## src/verilog/timer_pkg.sv

```systemverilog
package timer_pkg;

  localparam int NT   = 5;
  localparam int WAKE = 4;
  localparam int NGEN = 4;

  ////////////////////////////////////////////////////////////////////////////
  // Register map (byte addresses)
  localparam logic [7:0] CTRL_OFF   = 8'h00;
  localparam logic [7:0] FLAG_OFF   = 8'h04;
  localparam logic [7:0] ENA_OFF    = 8'h08;
  localparam logic [7:0] STAT_OFF   = 8'h0C;
  // Per timer block at 0x10 * (index + 1)
  localparam logic [3:0] MODE_OFF   = 4'h0;
  localparam logic [3:0] RELOAD_OFF = 4'h4;
  localparam logic [3:0] COUNT_OFF  = 4'h8;

  // Mode register fields
  localparam int MB_SEL    = 0;
  localparam int MB_AUTO   = 2;
  localparam int MB_START  = 3;
  localparam int MB_WAIT   = 4;
  localparam int MB_STOPEV = 5;
  localparam int MB_WAKE   = 6;
  localparam int MB_STOP   = 7;
  localparam logic [7:0] MODE_KEEP = 8'h77;

  localparam logic [1:0] SEL_FAST = 2'h0;
  localparam logic [1:0] SEL_SLOW = 2'h1;
  localparam logic [1:0] SEL_WAKE = 2'h2;

  // Flag / enable fields
  localparam int FB_ANY    = 6;
  localparam int FB_SETCLR = 7;
  localparam int EB_PIN    = 6;
  // Status fields
  localparam int SB_ANY     = 0;
  localparam int SB_STANDBY = 1;

  // Reset values
  localparam logic [7:0]  RST_MODE   = 8'h00;
  localparam logic [15:0] RST_RELOAD = 16'h0000;
  localparam logic [6:0]  RST_FLAGS  = 7'h00;

  // Rate generation in kHz, phase accumulator style
  localparam logic [17:0] CLK_KHZ  = 18'h1E848;
  localparam logic [17:0] FAST_KHZ = 18'h034F8;
  localparam logic [17:0] SLOW_KHZ = 18'h000D4;

  typedef enum logic [1:0] {T_IDLE, T_ARMED, T_COUNT} tmr_state_t;

  typedef struct packed {
    logic [7:0]  paddr;
    logic        psel;
    logic        penable;
    logic        pwrite;
    logic [31:0] pwdata;
  } apb_req_t;

  typedef struct packed {
    logic [31:0] prdata;
    logic        pready;
    logic        pslverr;
  } apb_rsp_t;

  typedef struct packed {
    tmr_state_t [NT-1:0] tst;
    logic [NT-1:0][15:0] count;
    logic [NT-1:0][15:0] reload;
    logic [NT-1:0][7:0]  mode;
    logic [6:0]          flags;
    logic [6:0]          ena;
    logic [2:0]          lfo_sync;
    logic                lfo_stable;
    logic [17:0]         acc_fast;
    logic [17:0]         acc_slow;
    apb_rsp_t            rsp;
    logic                irq;
    logic                standby;
  } state_t;

endpackage

```

## src/verilog/timer_unit.sv

```systemverilog
// Design decisions made here: the APB interface to the registers and the placing of the registers.
module timer_unit (
  // Clock and reset
  input  wire logic                  clk,
  input  wire logic                  rstn,
  // APB slave
  input  wire timer_pkg::apb_req_t   apb_req,
  output timer_pkg::apb_rsp_t        apb_rsp,
  // Slow oscillator pin, asynchronous
  input  wire logic                  slow_oscillator,
  // Start and stop events from the protocol logic, same clock
  input  wire logic [timer_pkg::NT-1:0] start_event,
  input  wire logic [timer_pkg::NT-1:0] stop_event,
  // Card detection result, same clock
  input  wire logic                  card_check_done,
  input  wire logic                  card_present,
  // Outputs
  output logic                       irq,
  output logic                       standby
);

  timer_pkg::state_t s_r;
  timer_pkg::state_t s_nxt;

  logic [timer_pkg::NT-1:0] uf;
  logic [timer_pkg::NT-1:0] tk;
  logic [timer_pkg::NT-1:0] start_req;
  logic [timer_pkg::NT-1:0] stop_req;
  logic                     fast_tk;
  logic                     slow_tk;
  logic                     lfo_tk;
  logic [18:0]              sum_fast;
  logic [18:0]              sum_slow;
  logic                     wr;
  logic                     setup;
  logic [7:0]               addr;
  logic [31:0]              wd;
  logic [2:0]               blk;
  logic [2:0]               ti;
  logic                     tmr_hit;
  logic                     hit;
  logic [31:0]              rdval;
  logic [4:0]               act_old;
  logic [4:0]               act_new;

  assign apb_rsp = s_r.rsp;
  assign irq     = s_r.irq;
  assign standby = s_r.standby;

  always_comb begin
    s_nxt     = s_r;
    uf        = '0;
    tk        = '0;
    start_req = '0;
    stop_req  = '0;
    rdval     = 32'h0000_0000;
    addr      = apb_req.paddr;
    wd        = apb_req.pwdata;
    setup     = apb_req.psel & ~apb_req.penable;
    wr        = apb_req.psel & apb_req.penable & apb_req.pwrite
                & s_r.rsp.pready;

    //////////////////////////////////////////////////////////////////////////
    // Rate enables: fractional dividers keep the average rate exact
    sum_fast = {1'b0, s_r.acc_fast} + {1'b0, timer_pkg::FAST_KHZ};
    fast_tk  = sum_fast >= {1'b0, timer_pkg::CLK_KHZ};
    s_nxt.acc_fast = fast_tk ? 18'(sum_fast - {1'b0, timer_pkg::CLK_KHZ})
                             : sum_fast[17:0];
    sum_slow = {1'b0, s_r.acc_slow} + {1'b0, timer_pkg::SLOW_KHZ};
    slow_tk  = sum_slow >= {1'b0, timer_pkg::CLK_KHZ};
    s_nxt.acc_slow = slow_tk ? 18'(sum_slow - {1'b0, timer_pkg::CLK_KHZ})
                             : sum_slow[17:0];

    // Slow oscillator edge; stage three is compared with stage two and with lfo_stable
    s_nxt.lfo_sync = {s_r.lfo_sync[1:0], slow_oscillator};
    lfo_tk = 1'b0;
    if (s_r.lfo_sync[1] == s_r.lfo_sync[2] &&
        s_r.lfo_sync[2] != s_r.lfo_stable) begin
      s_nxt.lfo_stable = s_r.lfo_sync[2];
      lfo_tk = s_r.lfo_sync[2];
    end

    //////////////////////////////////////////////////////////////////////////
    // Address decode
    blk     = addr[6:4];
    ti      = 3'(blk - 3'h1);
    tmr_hit = ~addr[7] && blk != 3'h0 && blk <= 3'h5 && addr[1:0] == 2'h0
              && addr[3:0] <= timer_pkg::COUNT_OFF;
    hit     = tmr_hit || addr == timer_pkg::CTRL_OFF ||
              addr == timer_pkg::FLAG_OFF || addr == timer_pkg::ENA_OFF ||
              addr == timer_pkg::STAT_OFF;

    // Read data is captured in the setup cycle so pready can be a flop
    if (tmr_hit) begin
      case (addr[3:0])
        timer_pkg::MODE_OFF:   rdval = {24'h0, s_r.mode[ti]};
        timer_pkg::RELOAD_OFF: rdval = {16'h0, s_r.reload[ti]};
        default:               rdval = {16'h0, s_r.count[ti]};
      endcase
    end else begin
      case (addr)
        timer_pkg::CTRL_OFF: begin
          for (int i = 0; i < timer_pkg::NGEN; i++) begin
            rdval[i] = s_r.tst[i] != timer_pkg::T_IDLE;
          end
        end
        timer_pkg::FLAG_OFF: rdval = {25'h0, s_r.flags};
        timer_pkg::ENA_OFF:  rdval = {25'h0, s_r.ena};
        timer_pkg::STAT_OFF: begin
          rdval[timer_pkg::SB_ANY]     = s_r.flags[timer_pkg::FB_ANY];
          rdval[timer_pkg::SB_STANDBY] = s_r.standby;
        end
        default: rdval = 32'h0000_0000;
      endcase
    end
    s_nxt.rsp.pready  = setup;
    s_nxt.rsp.pslverr = setup & ~hit;
    if (setup) begin
      s_nxt.rsp.prdata = rdval;
    end

    //////////////////////////////////////////////////////////////////////////
    // Register writes
    if (wr && tmr_hit) begin
      case (addr[3:0])
        timer_pkg::MODE_OFF: begin
          s_nxt.mode[ti] = wd[7:0] & timer_pkg::MODE_KEEP;
          start_req[ti] = wd[timer_pkg::MB_START];
          stop_req[ti]  = wd[timer_pkg::MB_STOP];
        end
        timer_pkg::RELOAD_OFF: s_nxt.reload[ti] = wd[15:0];
        default: ;
      endcase
    end else if (wr) begin
      case (addr)
        timer_pkg::CTRL_OFF: begin
          for (int i = 0; i < timer_pkg::NGEN; i++) begin
            if (wd[timer_pkg::NGEN+i]) begin
              start_req[i] = wd[i];
              stop_req[i]  = ~wd[i];
            end
          end
        end
        timer_pkg::FLAG_OFF: begin
          if (wd[timer_pkg::FB_SETCLR]) begin
            s_nxt.flags = s_r.flags | wd[6:0];
          end else begin
            s_nxt.flags = s_r.flags & ~wd[6:0];
          end
        end
        timer_pkg::ENA_OFF: begin
          s_nxt.ena = wd[timer_pkg::FB_SETCLR] ? s_r.ena | wd[6:0]
                                                : s_r.ena & ~wd[6:0];
        end
        timer_pkg::STAT_OFF: begin
          if (wd[timer_pkg::SB_STANDBY]) begin
            s_nxt.standby = 1'b1;
          end
        end
        default: ;
      endcase
    end

    //////////////////////////////////////////////////////////////////////////
    // Timers; the wake-up timer goes first so its underflow can clock others
    for (int i = timer_pkg::NT - 1; i >= 0; i--) begin
      if (i == timer_pkg::WAKE) begin
        tk[i] = lfo_tk;
      end else begin
        case (s_r.mode[i][timer_pkg::MB_SEL +: 2])
          timer_pkg::SEL_FAST: tk[i] = fast_tk;
          timer_pkg::SEL_SLOW: tk[i] = slow_tk;
          timer_pkg::SEL_WAKE: tk[i] = uf[timer_pkg::WAKE];
          default:             tk[i] = 1'b0;
        endcase
      end
      if (stop_req[i]) begin
        s_nxt.tst[i] = timer_pkg::T_IDLE;
      end else if (start_req[i]) begin
        s_nxt.count[i] = s_nxt.reload[i];
        // A mode write that also starts must use its own wait bit
        s_nxt.tst[i] = s_nxt.mode[i][timer_pkg::MB_WAIT] ?
                       timer_pkg::T_ARMED : timer_pkg::T_COUNT;
      end else begin
        case (s_r.tst[i])
          timer_pkg::T_IDLE: ;
          timer_pkg::T_ARMED: begin
            if (start_event[i]) begin
              s_nxt.tst[i] = timer_pkg::T_COUNT;
            end
          end
          timer_pkg::T_COUNT: begin
            if (s_r.mode[i][timer_pkg::MB_STOPEV] && stop_event[i]) begin
              // Count is kept so the host can read elapsed time
              s_nxt.tst[i] = timer_pkg::T_IDLE;
            end else if (tk[i]) begin
              if (s_r.count[i] == 16'h0000) begin
                uf[i] = 1'b1;
                if (s_r.mode[i][timer_pkg::MB_AUTO]) begin
                  s_nxt.count[i] = s_nxt.reload[i];
                end else begin
                  s_nxt.tst[i] = timer_pkg::T_IDLE;
                end
              end else begin
                s_nxt.count[i] = 16'(s_r.count[i] - 16'h0001);
              end
            end
          end
          default: s_nxt.tst[i] = timer_pkg::T_IDLE;
        endcase
      end
      // Hardware set wins over a host clear in the same cycle
      if (uf[i]) begin
        s_nxt.flags[i] = 1'b1;
      end
    end

    //////////////////////////////////////////////////////////////////////////
    // Any-source flag and interrupt pin
    act_old = s_r.flags[4:0] & s_r.ena[4:0];
    act_new = s_nxt.flags[4:0] & s_nxt.ena[4:0];
    if (|(act_new & ~act_old)) begin
      s_nxt.flags[timer_pkg::FB_ANY] = 1'b1;
    end
    s_nxt.irq = s_nxt.ena[timer_pkg::EB_PIN] & (|act_new);

    //////////////////////////////////////////////////////////////////////////
    // Standby control
    if (uf[timer_pkg::WAKE]) begin
      s_nxt.standby = 1'b0;
    end else if (card_check_done && !card_present &&
                 s_r.mode[timer_pkg::WAKE][timer_pkg::MB_WAKE]) begin
      s_nxt.standby = 1'b1;
    end
    // Without auto-wake a card miss does not re-enter standby; only a host write to STAT_OFF does
  end

  always_ff @(posedge clk or negedge rstn) begin
    if (!rstn) begin
      s_r <= '0;
    end else begin
      s_r <= s_nxt;
    end
  end

endmodule

```

## config.mk

```make
export PLATFORM = sky130hd
export DESIGN_NAME = timer_unit
export DESIGN_NICKNAME = d
export VERILOG_FILES = /design/src/verilog/timer_pkg.sv /design/src/verilog/timer_unit.sv
export SDC_FILE = /design/constraint.sdc
export NUM_CORES = 1
export LEC_CHECK = 0
export BUFFER_PORTS_ARGS = -buffer_cell sky130_fd_sc_hd__buf_4
export CAP_MARGIN = 5
export CORE_UTILIZATION = 28
export DETAILED_ROUTE_END_ITERATION = 8
export PLACE_DENSITY = 0.43
export SETUP_SLACK_MARGIN = 0.15
export SLEW_MARGIN = 20
export SYNTH_ARGS = -nofsm -noshare
export SYNTH_HDL_FRONTEND = slang
export SYNTH_SLANG_ARGS = --single-unit
```

## constraint.sdc

```tcl
create_clock -name clk -period 5.9 [get_ports clk]
set_input_delay 0.59 -clock clk [delete_from_list [all_inputs] [get_ports clk]]
set_output_delay 0.59 -clock clk [all_outputs]
set_load 0.05 [all_outputs]
```

# Word level (Yosys, flattened, before mapping)
# Cells that the tools add are included.
# totals
regBits,300
input_bits,58
output_inout_bits,36
word_cells,389
# classes
add_sub_neg,10
n_lt_le_gt_ge,6
eq_ne,61
muxes,170
bitwise,30
reduce_logical,73
# op_table
op,count
$mux 16,33
$mux 120,1
$bmux 16 s3,2
$bwmux 80,1
$logic_not 16->1,5
$mux 2,40
$mux 80,1
$sub 16x1->16 const B,5
$ne 5x5->1 const B,15
$mux 1,54
$reduce_and 5->1,10
$demux 16 s3,1
$bwmux 40,1
$mux 40,1
$ge 19x17->1 const B,2
$mux 18,2
$pmux 2 s3,6
$sub 18x17->18 const B,2
$mux 32,1
$pmux 16 s2,1
$reduce_bool 2->1,16
$ne 3x3->1 const B,10
$mux 14,2
$mux 7,4
45 further kinds,134

# Longest topological paths before layout
# Gate-level depths: netlist of the first run.
# logic_depth
depth_word,22
ltp_mapped,17
ltp_nobuf,12

# Least setup slack after synthesis of the first run
# OpenSTA, ideal clock, no wires.
# synth_path
path_kind,input-to-reg
from,input apb_req[39] in the netlist's numbering
to,"register s_r, in the netlist irq"
t_arrival_ns,3.835
t_required_ns,5.771
setup_slack_ns,1.935
cell_stages,16
n_path_buf,5
cell_sequence,clkbuf_1 -> inv_2 -> clkbuf_1 -> clkbuf_1 -> ha_1 -> xor2_1 -> buf_2 -> and2_1 -> buf_2 -> nand2_1 -> o311ai_1 -> nor3b_1 -> a21oi_4 -> o21ai_2 -> and2_4 -> o41a_1
# synth_rtl
item,line_no,rtl
from (decl),timer_unit.sv:7,"input wire timer_pkg::apb_req_t apb_req,"
to (signal assigned),timer_unit.sv:242,s_r <= s_nxt;
to (decl),timer_unit.sv:22,timer_pkg::state_t s_r;

# Worst setup path after layout of the first run
# layout_path
from,register s_r[57] in the netlist's numbering
to,register s_r[227] in the netlist's numbering
# layout_between
elab_chain_len,5
# layout_lines
item,line_no,rtl
$add 18x14->19,timer_unit.sv:65,"sum_fast = {1'b0, s_r.acc_fast} + {1'b0, timer_pkg::FAST_KHZ};"
$ge 19x17->1,timer_unit.sv:66,"fast_tk = sum_fast >= {1'b0, timer_pkg::CLK_KHZ};"
$pmux 1 s3,timer_unit.sv:170,case (s_r.mode[i][timer_pkg::MB_SEL +: 2])
$reduce_bool 2->1 (no source line),--,
$reduce_and 5->1 (no source line),--,
# Every way passes these cells.
# A chain may end at the register's enable or synchronous reset.

==> impl_metrics.ini, run 1 <==
[sta]
max_freq_mhz = 228.1
final.min_clock_period_ns = 4.383
setup_slack_ns = 1.517
setup_viol = 0
skew_ns = 0.02975
fin_crit_sh_pct = 74.30
hold_viol = 0
tightest_slew_ns = 1.071
slew_violations = 0
relSlewSlack_pct = 28.39
rsz0062_at_grt = false
finalSetupTns_ns = 0

[power]
p_sw_mw = 1.748
clkPwrFrac_pct = 41.6
p_int_mw = 3.606
swShare_pct = 32.65
leakage_nw = 8.261
power.density_nw_per_um2 = 276.7
vdd_drop_max_mv = 0.1921
seq_power_share_pct = 38.8
comb_power_share_pct = 19.6

[finish]
drive_above_1_share_pct = 16.27
nets = 2027
syn_to_final_growth_pct = 12.63

[min_path]
hold_path.class = in2async

[clocking]
cts_setup_buffers = 0
cts_resized = 0
cts_tree = built
cts_max_level = 2
clockBufferDepth = 3
cts_root_buf = clkbuf_16
cts_made_buffers = 37
cts_num_sinks = 269
postCtsHoldBufs = 0
clk_pin_slew_ns = 0.06
clk_latency_ns = 0.57

[die]
rows = 90
initial_utilization_pct = 28.41
core_area_um2 = 60470
pin_count = 94
die_area_um2 = 62360
die_h_um = 249.7
fp.dieW_um = 249.7

[global_routing]
track_usage_pct = 18.31
grt_max_degree = 108
grt_overflow = 0
grt_pass1_vias = 14410
grt_pass1_wl_um = 88470
antenna_found_initial = 2

[logic_synthesis]
yosys.area.top_type_share_pct = 39.18
synth.distinct_cells = 95
synthCells = 1966
ys_warn_count = 0
ys_seq_area_share_pct = 39.18
netlist_area_um2 = 17180
synth_ff_type = dfrtp_1
synthArstFlopShare_pct = 100.0
synthTopCellsByArea = dfrtp_1, mux2_2, nand2_1, a21oi_1, o21ai_0
synth-seq-cells = 269
yosys.area.top_type = dfrtp_1
synth_edf_count = 0
synth_area_per_cell_um2 = 8.739

[worst_setup_path]
setup.worst_path.end_class = flop
reg2regPathDepth = 12
required_ns = 6.39
start_kind = flop
arrival_ns = 4.87
critical_path_class = reg2reg
worstPathMaxFanout = 16

[placed_design]
dp_hpwl_um = 40740
io_buffers = 61
post-place-ws_ns = 1.103
gp_congestion = 0.8671

[outcome]
status = complete, no violations

[detailed_routing]
final_antenna_net_count = 0
route.vias.total = 14710
drc = 0
routedWlPerCell_um = 20.73
drtIter0Drc = 1091
firstDrtPassIters = 5
drt-vias-per-instance = 5.334
totalWireLength_um = 57170

[job]
cap_violations = 0
==> routing by layer <==
metal / wire length, um / up-vias / global-route usage, % / part of all wire, %
li1: - / 7084 / - / -
met1: 27030 / 7239 / 25.60 / 47
met2: 26210 / 309 / 28.79 / 46
met3: 2456 / 78 / 2.753 / 4.3
met4: 1479 / 0 / 5.961 / 2.6
met5: 0 / - / 0 / 0
==> cells in the final DEF (no fill, tap or decap), types with 31 or more instances in the layout <==
master,n
inv_1,47
mux2i_1,48
buf_4,84
clkbuf_16,38
nand3_1,58
mux2_2,104
nor2_1,123
dfrtp_1,269
o21ai_0,158
a22o_1,39
xnor2_1,31
nand2_1,252
a21oi_1,176
nor3_1,78
==> flip-flops by register name, indices dropped and copies added (netlist names), named ones only <==
signal and flops:
apb_rsp 18, irq 1, standby 1, s_r 245, s_nxt 2
==> final cells by class <==
cell class                 count  area [um2]
fill                        6279       41120
multi-input combinational   1508        9600
sequential                   269        6731
clock buffer                  54        1071
tap                          782       978.4
timing repair buffer          86       665.6
inverter                      48       180.2
clock inverter                 8       116.4
antenna                        3       7.507
==> power by group through the flow <==
| stage | logic (mW) | registers, mW | clock network [mW] |
|---|---|---|---|
| 2_1_floorplan | 0.725 | 2.06 | 0 |
| 3_3_place_gp | 1.03 | 2.11 | 0 |
| 3_5_place_dp | 1.04 | 2.11 | 0 |
| 4_1_cts | 1.05 | 2.08 | 2.31 |
| 5_1_grt | 1.16 | 2.10 | 2.36 |
| 6_report | 1.05 | 2.08 | 2.23 |
==> metrics by stage <==
stage	std cells	hold WS (ns)	cell area [um2]	utilization (%)	power [mW]
2_1_floorplan	1981	0.2944	17240	-	2.787
3_3_place_gp	2693	0.3838	18150	30.02	3.139
3_5_place_dp	2693	0.3740	18150	30.02	3.152
4_1_cts	2755	0.1136	19340	31.99	5.435
5_1_grt	2757	0.1292	19350	32.00	5.625
6_report	2758	0.06487	19350	32.00	5.354
==> worst max-delay path, cell delays in order, from the launching register on <==
cell and delay [ns]:
dfrtp_1 0.53, inv_1 0.15, ha_1 0.40, nor4b_2 0.27, o311ai_1 0.64, a21oi_1 0.19, a21oi_1 0.46, nor2_1 0.10
o21ai_2 0.11, a31oi_4 0.17, o21ai_2 0.66, and2_4 0.40, mux2i_1 0.22
==> synthesized netlist by cell type, types with 10 or more instances <==
cell and count:
a211oi_1 13, a21oi_1 176, a22o_1 40, a22oi_1 11, a31o_2 25, a31oi_1 17, and2_1 19, and3_1 12
buf_1 14, buf_2 21, buf_4 36, clkbuf_1 82, dfrtp_1 269, ha_1 19, inv_1 47, mux2_2 104
mux2i_1 48, nand2_1 252, nand2b_1 14, nand3_1 58, nand4_1 21, nor2_1 123, nor2b_1 12, nor3_1 79
nor4_1 20, o211ai_1 12, o21ai_0 158, o21ai_1 10, o22ai_1 14, o31ai_1 15, o32ai_1 11, or3_1 16
xnor2_1 32, xor2_1 17
==> logic make-up (layout without fill, tap and decap cells) <==
logic type                 Yosys count  after routing  share of synthesized area (%)
and+or+nand+nor                    693            693                          19.85
AOI/OAI and AO/OA                  577            577                          21.74
DFF                                269            269                          39.18
buffers and inverters              204            196                          5.527
muxes                              153            153                          9.744
xor gates and xnor gates            49             49                          2.498
adders and majority gates           20             20                          1.442
other                                1             19                        0.02183
==> final timing paths <==
kind	startpoint	endpoint	slack, ns
setup / recovery	s_r[57]	s_r[227]	1.52
hold / removal	rstn	s_r[254]	0.06
setup reg to reg	s_r[57]	s_r[227]	1.52
hold reg to reg	s_nxt[74]	s_nxt[75]	0.37
max in group asynchronous	rstn	s_r[43]	4.54
min in group clk	slow_oscillator	s_nxt[74]	0.15
Note: power is estimated with default switching activity, not from simulation.
==> run 2, diff against run 1 <==
==> constraint.sdc (replaced) <==
create_clock -name clk -period 4.47 [get_ports clk]
set_input_delay 0.447 -clock clk [delete_from_list [all_inputs] [get_ports clk]]
set_output_delay 0.447 -clock clk [all_outputs]
set_load 0.05 [all_outputs]
==> run 2 against run 1 <==
Clock-buffer cell count is 4 higher. Total power is 32% higher. First-iteration DRC count is 7.5% higher. Final area is 1.0% higher. Register-to-register slack worse by 0.98 ns. Worst hold slack better by 0.070 ns. Via count is 1.5% higher. Global-route usage is 0.22 points higher. Combinational power is 31% higher. Die area stayed put. Largest power group unchanged. Highest routed layer unchanged.
==> impl_metrics.ini, run 2 (same netlist as run 1, synthesis figures left out) <==
[outcome]
status = complete, no violations

[sta]
hold_viol = 0
tightest_slew_ns = 1.040
setup_viol = 0
relSlewSlack_pct = 30.68
fin_crit_sh_pct = 88.10
skew_ns = 0.02440
max_freq_mhz = 253.9
setup_slack_ns = 0.5319
slew_violations = 0
finalSetupTns_ns = 0
final.min_clock_period_ns = 3.938
rsz0062_at_grt = false

[clocking]
cts_made_buffers = 37
clockBufferDepth = 3
clk_latency_ns = 0.55
cts_num_sinks = 269
cts_root_buf = clkbuf_16
cts_max_level = 2
clk_pin_slew_ns = 0.06
cts_tree = built

[die]
pin_count = 94
initial_utilization_pct = 28.41
core_area_um2 = 60470
die_area_um2 = 62360
rows = 90
fp.dieW_um = 249.7
die_h_um = 249.7

[global_routing]
grt_pass1_wl_um = 89380
track_usage_pct = 18.53
grt_overflow = 0
antenna_found_initial = 0
grt_pass1_vias = 14390
grt_max_degree = 95

[finish]
syn_to_final_growth_pct = 13.79
regMostFlops = s_r
nets = 2049
drive_above_1_share_pct = 17.31
largest_reg_flops = 245
mostFrequentLayoutCell = dfrtp_1
nFillCells = 6284
layout_common_cells = dfrtp_1, nand2_1, a21oi_1
diodes = 0

[min_path]
hp-start = start_event[3]
hold_path.class = in2reg
worstHoldEndpoint = s_r[296]
min_path_cells = 2

[placed_design]
dp_hpwl_um = 41240
io_buffers = 61
post-place-ws_ns = 0.4302
gp_congestion = 0.8379

[power]
clkPwrFrac_pct = 41.5
power.density_nw_per_um2 = 361.1
total_power_mw = 7.061
vdd_drop_max_mv = 0.2323
comb_power_share_pct = 19.6
seq_power_share_pct = 38.9
leakage_nw = 8.396
p_sw_mw = 2.300
swShare_pct = 32.58
p_int_mw = 4.761

[detailed_routing]
routedWlPerCell_um = 20.90
drc = 0
drt-vias-per-instance = 5.369
firstDrtPassIters = 5
totalWireLength_um = 58130
route.vias.total = 14930
drtIter0Drc = 1173
final_antenna_net_count = 0

[worst_setup_path]
cp_num_buf_inv = 3
start_kind = flop
required_ns = 4.95
setup.worst_path.end_class = flop
critPathTopFamily = compound AO/OA/AOI/OAI gates
regToRegSetupSlack_ns = 0.53
arrival_ns = 4.42
worstPathMaxFanout = 12
slowest_stage = o311ai_1
crit_chain = inv_1 -> ha_1 -> nor4b_2 -> buf_4 -> o311ai_1 -> a21oi_1 -> a21oi_1 -> nor2_1 -> o21ai_2 -> a31oi_4 -> o21ai_2 -> buf_4 -> and2_4 -> mux2i_1
r2r-start = s_r[57]
r2r_end = s_r[227]
slowest_delay_ns = 0.57
reg2regPathDepth = 14
critical_path_class = reg2reg

[job]
cap_violations = 0
-- run 2: cell types whose count changed in the layout (fill, tap and decap cells not counted), moves of 2 or more --
cell           delta
buf_12            +2
buf_4            +18
bufinv_16         -2
clkbuf_1          -2
clkbuf_8          +5
clkinv_2          +3
diode_2           -3
dlygate4sd3_1     +2
-- run 2: layer usage --
| metal | part of all wire, % | vias to the layer above | GRT usage, % |
|---|---|---|---|
| met5 | 0 | - | 0 |
| met4 | 2.2 | 0 | 5.185 |
| met3 | 4.9 | 79 | 2.576 |
| met2 | 46 | 413 | 29.11 |
| met1 | 47 | 7314 | 26.39 |
| li1 | - | 7126 | - |
-- run 2: timing repair --
item                                   in CTS  in global routing
hold buffers                                2                  0
setup endpoints to repair                   0                  0
setup buffers                               0                  0
endpoints found under the hold margin      80                  0
gates resized for setup                     0                  0
-- run 2: worst max-delay path by stage --
| stage | startpoint | endpoint | slack (ns) | cells after the start |
|---|---|---|---|---|
| floorplan | apb_req[39] | irq | 0.65 | 16 |
| global placement | apb_req[40] | s_r[247] | 0.45 | 11 |
| detailed placement | apb_req[40] | s_r[250] | 0.43 | 11 |
| CTS | s_r[57] | s_r[227] | 0.59 | 14 |
| global route | s_r[57] | s_r[227] | 0.23 | 14 |
| finish | s_r[57] | s_r[227] | 0.53 | 14 |
-- run 2: stage by stage --
stage	hold slack [ns]	utilization (%)	cell area, um2	instances
after floorplan	0.1514	-	17240	1981
after global placement	0.3418	30.31	18330	2713
after detailed placement	0.3365	30.31	18330	2713
after CTS	0.1102	32.33	19550	2781
after global routing	0.1343	32.33	19550	2781
final	0.1353	32.33	19550	2781
-- run 2: final cells by class --
class | count | area, um2 | share of cell area, %
flip-flops and latches | 269 | 6731 | 34.43
well taps | 782 | 978.4 | 5.004
clock inverters | 8 | 43.79 | 0.2240
clock buffers | 58 | 1157 | 5.920
repair buffers | 108 | 860.8 | 4.403
inverters | 48 | 180.2 | 0.9215
multi-input cells | 1508 | 9599 | 49.10
-- run 2: power groups by stage --
stage / combinational, mW / sequential [mW] / clock (mW)
global route: 1.56 / 2.77 / 3.11
global placement: 1.36 / 2.78 / 0
detailed placement: 1.37 / 2.79 / 0
floorplan: 0.956 / 2.72 / 0
finish: 1.38 / 2.75 / 2.93
CTS: 1.38 / 2.74 / 3.02
